**src/design/swps_map.vh**
```
// constants for the serial wiper position slave
`ifndef SWPS_MAP_VH
`define SWPS_MAP_VH
`define SWPS_WIPER_W       7
`define SWPS_WIPER_RESET   7'h40
`define SWPS_WIPER_OFFSET  8'h00
`define SWPS_DEV_ADDR      7'h2A
`define SWPS_BIT_LAST      3'h7
`define SWPS_BIT_FIRST     3'h0
`define SWPS_ST_IDLE       3'h0
`define SWPS_ST_RECV       3'h1
`define SWPS_ST_ACK        3'h2
`define SWPS_ST_SEND       3'h3
`define SWPS_ST_MACK       3'h4
`define SWPS_PH_ID         2'h0
`define SWPS_PH_ADDR       2'h1
`define SWPS_PH_DATA       2'h2
`define SWPS_PWRUP_CYCLES  4'hF
`endif

```
**src/design/swps_serial_wiper_position_slave.v**
```verilog
// two-wire slave that holds and serves the 7-bit wiper position
// Function
// - seven-bit wiper register, 00h low, 7Fh high
// - tap rises monotonically with register value
// - register presets to 40h at reset
// - slave only; master clocks every transfer
// - bytes shifted most significant bit first
// - data changes only while clock low
// - data pin released after power-up
// - ignore bus until start condition seen
// - starts during power-up are ignored
// - ninth clock receiver pulls data low
// - acknowledge valid id, address, write data (a read id is acked only after address zero in the same transfer)
// - id byte: address bits, direction lsb
// - write: start, id, address, data, stop
// - address zero loads data on falling edge
// - no acknowledge for bad id or address
// - keep sending while master acknowledges
`timescale 1ns/10ps
`default_nettype none
`include "swps_map.vh"

module swps_serial_wiper_position_slave #(
    parameter [6:0] DEV_ADDR = `SWPS_DEV_ADDR  // arbitrary neutral address
) (
    input  wire       core_clk,
    input  wire       resetn,
    input  wire       sclIn,
    input  wire       sdaIn,
    output reg        sdaOut,
    output reg        sdaOe,
    output reg  [6:0] wiperPosition
);

    // transfer states
    localparam [2:0] ST_IDLE = `SWPS_ST_IDLE;
    localparam [2:0] ST_RECV = `SWPS_ST_RECV;
    localparam [2:0] ST_ACK  = `SWPS_ST_ACK;
    localparam [2:0] ST_SEND = `SWPS_ST_SEND;
    localparam [2:0] ST_MACK = `SWPS_ST_MACK;

    // which byte of the transfer is being received
    localparam [1:0] PH_ID   = `SWPS_PH_ID;
    localparam [1:0] PH_ADDR = `SWPS_PH_ADDR;
    localparam [1:0] PH_DATA = `SWPS_PH_DATA;

    // bus pins handled by the synchroniser loop
    localparam       N_PINS  = 2;
    localparam       PIN_SCL = 0;
    localparam       PIN_SDA = 1;

    // pin levels after two flip-flops, and one stage older for edge detection
    wire [N_PINS-1:0] pinIn;
    wire [N_PINS-1:0] syncLvl;
    wire [N_PINS-1:0] prevLvl;

    reg  [3:0]        pwrCount;
    reg  [3:0]        next_pwrCount;
    reg  [6:0]        next_wiperPosition;
    reg  [2:0]        state;
    reg  [1:0]        phase;
    reg  [2:0]        bitCount;
    reg  [7:0]        shiftReg;
    reg  [7:0]        txReg;
    reg               readMode;
    reg               addrOk;
    reg               ackNow;
    reg               byteDone;

    assign pinIn = {sdaIn, sclIn};

    // reset to the pulled-up idle level, so no false edge follows reset
    genvar g;
    generate
        for (g = 0; g < N_PINS; g = g + 1) begin : gSync
            reg stage1;
            reg stage2;
            reg stagePrev;
            always @(posedge core_clk or negedge resetn) begin
                if (!resetn) begin
                    stage1    <= 1'h1;
                    stage2    <= 1'h1;
                    stagePrev <= 1'h1;
                end else begin
                    stage1    <= pinIn[g];
                    stage2    <= stage1;
                    stagePrev <= stage2;
                end
            end
            assign syncLvl[g] = stage2;
            assign prevLvl[g] = stagePrev;
        end
    endgenerate

    wire       sclLvl   = syncLvl[PIN_SCL];
    wire       sdaLvl   = syncLvl[PIN_SDA];
    wire       sclOld   = prevLvl[PIN_SCL];
    wire       sdaOld   = prevLvl[PIN_SDA];

    // both pins pass the same lag, so start and stop keep their order against the clock
    wire       sclRise  = sclLvl & ~sclOld;
    wire       sclFall  = ~sclLvl & sclOld;
    wire       startCnd = sclLvl & sclOld & sdaOld & ~sdaLvl;
    wire       stopCnd  = sclLvl & sclOld & ~sdaOld & sdaLvl;
    wire       pwrDone  = (pwrCount == `SWPS_PWRUP_CYCLES);
    wire [7:0] rxByte   = {shiftReg[6:0], sdaLvl};

    function idMatch;
        input [7:0] b;
        begin
            idMatch = (b[7:1] == DEV_ADDR);
        end
    endfunction

    function isWiperAddr;
        input [7:0] b;
        begin
            isWiperAddr = (b == `SWPS_WIPER_OFFSET);
        end
    endfunction

    function lastBit;
        input [2:0] c;
        begin
            lastBit = (c == `SWPS_BIT_LAST);
        end
    endfunction

    function [7:0] readByte;
        input [6:0] w;
        begin
            readByte = {1'h0, w};
        end
    endfunction

    // power-up window: starts seen before it ends are dropped
    always @* begin
        next_pwrCount = pwrCount;
        if (!pwrDone) begin
            next_pwrCount = pwrCount + 4'h1;
        end
    end

    always @(posedge core_clk or negedge resetn) begin
        if (!resetn) begin
            pwrCount <= 4'h0;
        end else begin
            pwrCount <= next_pwrCount;
        end
    end

    // load on the synced fall that closes the data byte; bit 7 is dropped
    wire loadWiper = pwrDone && !startCnd && !stopCnd && (state == ST_RECV)
                     && sclFall && byteDone && (phase == PH_DATA) && addrOk;

    always @* begin
        next_wiperPosition = wiperPosition;
        if (loadWiper) begin
            next_wiperPosition = shiftReg[6:0];
        end
    end

    always @(posedge core_clk or negedge resetn) begin
        if (!resetn) begin
            wiperPosition <= `SWPS_WIPER_RESET;
        end else begin
            wiperPosition <= next_wiperPosition;
        end
    end

    // byteDone marks a finished byte: bitCount alone also reads zero right after a start
    always @(posedge core_clk or negedge resetn) begin
        if (!resetn) begin
            state    <= ST_IDLE;
            phase    <= PH_ID;
            bitCount <= `SWPS_BIT_FIRST;
            shiftReg <= 8'h00;
            txReg    <= 8'h00;
            readMode <= 1'h0;
            addrOk   <= 1'h0;
            ackNow   <= 1'h0;
            byteDone <= 1'h0;
            sdaOut   <= 1'h1;
            sdaOe    <= 1'h0;
        end else if (!pwrDone) begin
            state <= ST_IDLE;
            sdaOe <= 1'h0;
        end else if (startCnd) begin
            // repeated start keeps addrOk so a read may follow the address byte
            state    <= ST_RECV;
            phase    <= PH_ID;
            bitCount <= `SWPS_BIT_FIRST;
            byteDone <= 1'h0;
            sdaOe    <= 1'h0;
        end else if (stopCnd) begin
            state  <= ST_IDLE;
            addrOk <= 1'h0;
            sdaOe  <= 1'h0;
        end else begin
            case (state)
                ST_IDLE: begin
                    sdaOe <= 1'h0;
                end
                ST_RECV: begin
                    if (sclRise) begin
                        shiftReg <= rxByte;
                        bitCount <= bitCount + 3'h1;
                        if (lastBit(bitCount)) begin
                            byteDone <= 1'h1;
                            ackNow   <= 1'h0;
                            case (phase)
                                PH_ID: begin
                                    readMode <= rxByte[0];
                                    if (idMatch(rxByte) && (!rxByte[0] || addrOk)) begin
                                        ackNow <= 1'h1;
                                    end
                                end
                                PH_ADDR: begin
                                    addrOk <= isWiperAddr(rxByte);
                                    ackNow <= isWiperAddr(rxByte);
                                end
                                default: begin
                                    ackNow <= addrOk;
                                end
                            endcase
                        end
                    end else if (sclFall && byteDone) begin
                        // drive only after the fall, so the pin moves while the clock is low
                        byteDone <= 1'h0;
                        state    <= ST_ACK;
                        sdaOut   <= 1'h0;
                        sdaOe    <= ackNow;
                    end
                end
                ST_ACK: begin
                    if (sclFall) begin
                        sdaOe <= 1'h0;
                        if (!ackNow) begin
                            state <= ST_IDLE;
                        end else if (phase == PH_ID && readMode) begin
                            txReg    <= readByte(wiperPosition);
                            sdaOut   <= 1'h0;
                            sdaOe    <= 1'h1;
                            bitCount <= `SWPS_BIT_FIRST;
                            state    <= ST_SEND;
                        end else if (phase == PH_DATA) begin
                            state <= ST_IDLE;
                        end else begin
                            phase <= phase + 2'h1;
                            state <= ST_RECV;
                        end
                    end
                end
                ST_SEND: begin
                    if (sclFall) begin
                        bitCount <= bitCount + 3'h1;
                        if (lastBit(bitCount)) begin
                            sdaOe <= 1'h0;
                            state <= ST_MACK;
                        end else begin
                            txReg  <= {txReg[6:0], 1'h0};
                            sdaOut <= txReg[6];
                        end
                    end
                end
                ST_MACK: begin
                    if (sclRise) begin
                        ackNow <= ~sdaLvl;
                    end else if (sclFall) begin
                        if (ackNow) begin
                            txReg    <= readByte(wiperPosition);
                            sdaOut   <= 1'h0;
                            sdaOe    <= 1'h1;
                            bitCount <= `SWPS_BIT_FIRST;
                            state    <= ST_SEND;
                        end else begin
                            state <= ST_IDLE;
                        end
                    end
                end
                default: begin
                    state <= ST_IDLE;
                end
            endcase
        end
    end

endmodule

`default_nettype wire

```
**config.mk**
```make
export PLATFORM = sky130hd
export DESIGN_NAME = swps_serial_wiper_position_slave
export DESIGN_NICKNAME = d
export VERILOG_FILES = /design/src/design/swps_serial_wiper_position_slave.v
export VERILOG_INCLUDE_DIRS = /design/src /design/src/design
export SDC_FILE = /design/constraint.sdc
export NUM_CORES = 1
export LEC_CHECK = 0
export BUFFER_PORTS_ARGS = -buffer_cell sky130_fd_sc_hd__buf_2
export CORE_ASPECT_RATIO = 0.6
export CORE_MARGIN = 1
export CORE_UTILIZATION = 60
export DETAILED_ROUTE_END_ITERATION = 10
export PLACE_DENSITY = 0.79
export SYNTH_ARGS = -nofsm -noshare
export SYNTH_HDL_FRONTEND = slang
export SYNTH_SLANG_ARGS = --single-unit
```
**constraint.sdc**
```tcl
create_clock -name core_clk -period 3.1 [get_ports core_clk]
set_input_delay 0 -clock core_clk [delete_from_list [all_inputs] [get_ports core_clk]]
set_output_delay 0 -clock core_clk [all_outputs]
set_load 0.01 [all_outputs]
```
### Word-level counts from Yosys, hierarchy flattened

Index checks and enable logic that the tools add are counted.

* output and inout port bits: 9
* register bits: 45
* input port bits: 4
* logic and storage cells: 203

* bitwise operators: 13
* reductions and logical operators: 41
* equality and inequality tests: 44
* add/sub/neg operators: 3
* mux-type cells: 83

Operators with widths (count)
* $mux W3: 20
* $mux W7: 8
* $mux W1: 38
* $ne A5 B5 Y1 const B: 7
* $ne A2 B2 Y1 const B: 14
* $ne A3 B3 Y1 const B: 8
* $pmux W7 S3: 1
* $reduce_and A7 Y1: 3
* $mux W2: 10
* $reduce_bool A2 Y1: 9
* $pmux W3 S5: 1
* $reduce_and A14 Y1: 1
* $pmux W3 S4: 1
* $reduce_and A12 Y1: 1
* $reduce_and A11 Y1: 1
* $logic_and A1 B1 Y1: 10
* $reduce_and A5 Y1: 2
* $reduce_and A9 Y1: 1
* $logic_not A8 Y1: 1
* $ne A8 B3 Y1 const B: 1
* $reduce_and A8 Y1: 1
* $and A1 B1 Y1: 7
* $eq A7 B6 Y1 const B: 1
* $eq A3 B2 Y1 const B: 2
* other kinds (24): 35

### Depth between registers and ports, before layout

* depth in word-level cells: 11
* gate-level depth with buffers: 7
* gate-level depth less buffers: 7

### Least setup slack after synthesis

No wires, ideal clock.

* path type: flip-flop to flip-flop
* from: reg gSync[1].stage2
* to: reg state[1]
* cell stages (with the launch flop): 6
* library setup time: 0.125 ns
* slack: 1.158 ns
* data arrival time: 1.817 ns
* cells stage by stage: dfstp_2 and4b_4 nor3_1 a21oi_1 o21ai_2 mux2_2

* cells in the longest elaborated chain, start to end: 4
* elaborated cells on any way between the ends: 15
* those cells by class: eq/ne (8); mux (3); bitwise (3); reduce/logical (1)

RTL lines
* from (decl): line swps_serial_wiper_position_slave.v:77 `reg stage2;`
* from (signal assigned): line swps_serial_wiper_position_slave.v:86 `stage2 <= stage1;`
* $not A1 Y1 / $and A1 B1 Y1 (equally long branches): line swps_serial_wiper_position_slave.v:103, swps_serial_wiper_position_slave.v:104
* $and A1 B1 Y1 / $mux W3 (equally long branches): line swps_serial_wiper_position_slave.v:103, swps_serial_wiper_position_slave.v:195
* $ne A5 B5 Y1 (no source line) (tied with other cells)
* $reduce_and A8 Y1 (no source line) / $mux W3 (equally long branches)
* to (signal assigned): line swps_serial_wiper_position_slave.v:174 `state <= ST_IDLE;`
* to (signal assigned): line swps_serial_wiper_position_slave.v:186 `state <= ST_IDLE;`
* to (signal assigned): line swps_serial_wiper_position_slave.v:190 `state <= ST_RECV;`
* to (decl): line swps_serial_wiper_position_slave.v:60 `reg [2:0] state;`

Parallel ways exist; a longest one is shown, timed or not.
A chain may end at the register's enable or synchronous reset.

### Worst setup path in the final report

* from: reg pwrCount[0]
* to: reg state[1]

* cells in the longest elaborated chain, start to end: 3
* elaborated cells on any way between the ends: 11
* those cells by class: eq/ne (9); mux (1); reduce/logical (1)

RTL lines
* from (decl): line swps_serial_wiper_position_slave.v:57 `reg [3:0] pwrCount;`
* from (signal assigned): line swps_serial_wiper_position_slave.v:148 `pwrCount <= next_pwrCount;`
* $eq A4 B4 Y1 (no source line) *
* $ne A5 B5 Y1 (no source line) (tied with other cells)
* $reduce_and A8 Y1 (no source line)

Every way passes the cells marked *; elsewhere a longest branch is shown, timed or not.

==> results.yml <==
timing:
  fin_crit_sh_pct: 79.90
  tightest_slew_ns: 0.9824
  slew_headroom_pct: 34.51
  hold_viol: 0
  period_needed_ns: 2.477
  finalSetupViolations: 0
  slew_viol_final: 0
  finalClockSkew_ns: 0.006854
  worst_slack_ns: 0.6232
  whs_ns: 0.3285
  fin_tns_setup_ns: 0
  rsz0062_at_grt: "no"
  timing.fmax_ghz: 0.4038
place:
  post-place-ws_ns: 0.7209
  io_buffers: 12
  gp_congestion: 0.9890
  placed_cell_area_um2: 2461
  placed_cells: 269
  post-dp-hpwl_um: 3923
global_routing:
  grt_overflow: 0
  antenna_found_initial: 0
  track_usage_pct: 29.04
  grt_pass1_wl_um: 9114
  grt_max_degree: 46
  first_global_vias: 1820
clock_tree:
  cts_tree: "yes"
  cts_resized: 0
  path_clk_slew_ns: 0.09
  post_cts_buffers: 0
  cts_buffers: 5
  cts-root-buf: "clkbuf_8"
  clock_path_buffers: 2
  hold_buffers: 3
  clkSinkCount: 45
  htreeDepth: 2
  clk-insertion-delay-late_ns: 0.31
die:
  ios: 13
  start_util_pct: 63.70
  fp-row-count: 17
  die_x_um: 83.16
  core-area_um2: 3722
  die_height_um: 50.70
  die-area_um2: 4216
detailed_routing:
  drt_wl_total_um: 5388
  num_vias: 1820
  wl_per_cell_um: 19.24
  drtIter0Drc: 205
  vias_per_cell: 6.500
  ant_nets: 0
  route.detailed.drc: 0
  dr.pass1.iters: 5
synthesis:
  synthArstFlopShare_pct: 100.0
  synth.distinct_cells: 50
  avgSynthCellArea_um2: 10.98
  synth_area_leaders: "dfrtp_1, mux2_2, dfstp_2"
  synth_nets: 227
  syn_inst: 216
  netlist_area_um2: 2371
  synth_edf_count: 0
  ys_warn_count: 0
  synth.yosys.seq_area_share_pct: 47.92
  yosys.area.top_type: "dfrtp_1"
  synth_top_area_share_pct: 39.05
  synth_seq_cells: 45
  synthFlopType: "dfrtp_1"
power_and_ir_drop:
  pwr-share-seq_pct: 56.3
  power_switching_uw: 319.4
  p_per_area_nw_per_um2: 443.5
  power_mw: 1.145
  p_int_uw: 825.4
  peakVddDrop_mv: 0.2968
  power.leakage_nw: 1.212
  comb_power_share_pct: 10.6
  p_sw_share_pct: 27.90
  p_clk_share_pct: 33.1
setup_path:
  end_kind: "flip-flop"
  cp-startpoint: "pwrCount[0]"
  crit_type: "reg2reg"
  rr_startpoint: "pwrCount[0]"
  critPathCapture: "state[1]"
  ff2ff_setup_slack_ns: 0.62
  arrival_ns: 2.68
  worstPathRequired_ns: 3.30
  cp_max_fo: 8
  worst_r2r_endpoint: "state[1]"
  r2r_cells: 6
  startpoint_type: "flip-flop"
worst_hold_path:
  hold_depth: 2
  hp-class: "in2reg"
cells_and_area:
  final_cells: 280
  multi_input_area_um2: 1169
  seqCellArea_um2: 1136
  n_antenna_cell: 0
  fillers: 295
  nNetsFinal: 243
  final_area_um2: 2581
  syn_to_final_growth_pct: 8.866
  drive_gt1_share_pct: 27.90
  utilization_pct: 69.34
outcome:
  status: "complete, no violations"
job:
  cap_violations: 0
cells by family (layout without fill, tap and decap cells):
| logic type | Yosys count | in the layout | share of synthesized area [%] |
|---|---|---|---|
| XOR/XNOR | 2 | 2 | 0.7389 |
| adder cells (fa/ha/maj) | 7 | 7 | 3.694 |
| multiplexers | 32 | 32 | 14.93 |
| AO/OA/AOI/OAI | 46 | 46 | 12.88 |
| AND/OR/NAND/NOR | 68 | 68 | 17.04 |
| buffers and inverters | 16 | 33 | 2.797 |
| flip-flops | 45 | 45 | 47.92 |
synth_stat cells (all sizes together) (2+ instances only):
master,count
dfrtp,37
nor2b,3
o21ai,15
a221oi,2
or3b,3
ha,7
nand4,2
nand2,9
o21a,2
xnor2,2
dfstp,8
nor3,2
inv,10
mux2,27
nor3b,2
nand2b,7
a22o,2
and4b,2
nor4,4
nand3,12
buf,4
clkbuf,2
nor2,14
a21o,2
and3,3
mux2i,5
a211oi,2
a21oi,10
o211ai,2
worst max-delay path, cell delays in order (launching register included):
cell and delay (ns):
dfrtp_1 0.40, ha_1 0.25, nand3_2 0.22, nor3_1 0.67
a21oi_1 0.32, o21ai_2 0.16, mux2_2 0.35
cell type report:
| type | count | share of cell area, % |
|---|---|---|
| Multi-Input combinational cell | 155 | 45.27 |
| Sequential cell | 45 | 44.01 |
| Timing Repair Buffer | 15 | 3.490 |
| Clock buffer | 5 | 2.666 |
| Tap cell | 47 | 2.278 |
| Inverter | 10 | 1.454 |
| Clock inverter | 3 | 0.8240 |
how the worst min path moves through the flow:
stage / from / endpoint / slack [ns]
detailed placement: sclIn / gSync[0].stage1 / 0.11
global route: sclIn / gSync[0].stage1 / 0.33
finish: sclIn / gSync[0].stage1 / 0.33
CTS: sclIn / gSync[0].stage1 / 0.33
floorplan: resetn / ackNow / -0.30
global placement: sdaIn / gSync[1].stage1 / 0.11
cells in the final DEF (no fill, tap or decap), types with 3 or more instances in the layout:
cell type	Yosys	routed
nor2b_1	3	3
buf_2	4	12
nor2_1	14	14
and3_1	3	3
dfrtp_1	37	37
mux2i_1	5	5
dfstp_2	8	8
ha_1	7	7
a21oi_1	10	10
nor4_1	3	3
o21ai_0	13	13
nand2b_1	7	7
mux2_2	27	27
clkbuf_8	0	5
nand2_1	9	9
nand3_1	11	11
dlygate4sd3_1	0	3
inv_1	10	10
sequential cells by signal, summed over array words and instances (netlist names), 2 cells and up:
register and count:
gSync.stagePrev 2, txReg 7, pwrCount 4, phase 2, gSync.stage1 2, gSync.stage2 2
state 3, bitCount 3, shiftReg 7, wiperPosition 7
layer usage:
layer	part of all wire, %	track usage (%)	vias up	routed length, um
met1	45	39.68	885	2426
met5	0	0	-	0
met2	44	44.95	91	2396
met3	7.7	6.579	25	417
li1	-	-	819	-
met4	2.7	12.64	0	148
power groups by stage:
stage               logic (mW)  clock network [mW]  registers (mW)
detailed placement       0.117                   0           0.654
global placement         0.112                   0           0.653
CTS                      0.120               0.384           0.643
floorplan                0.101                   0           0.634
global route             0.134               0.406           0.650
finish                   0.121               0.379           0.645
Note: power is estimated with default switching activity, not from simulation.
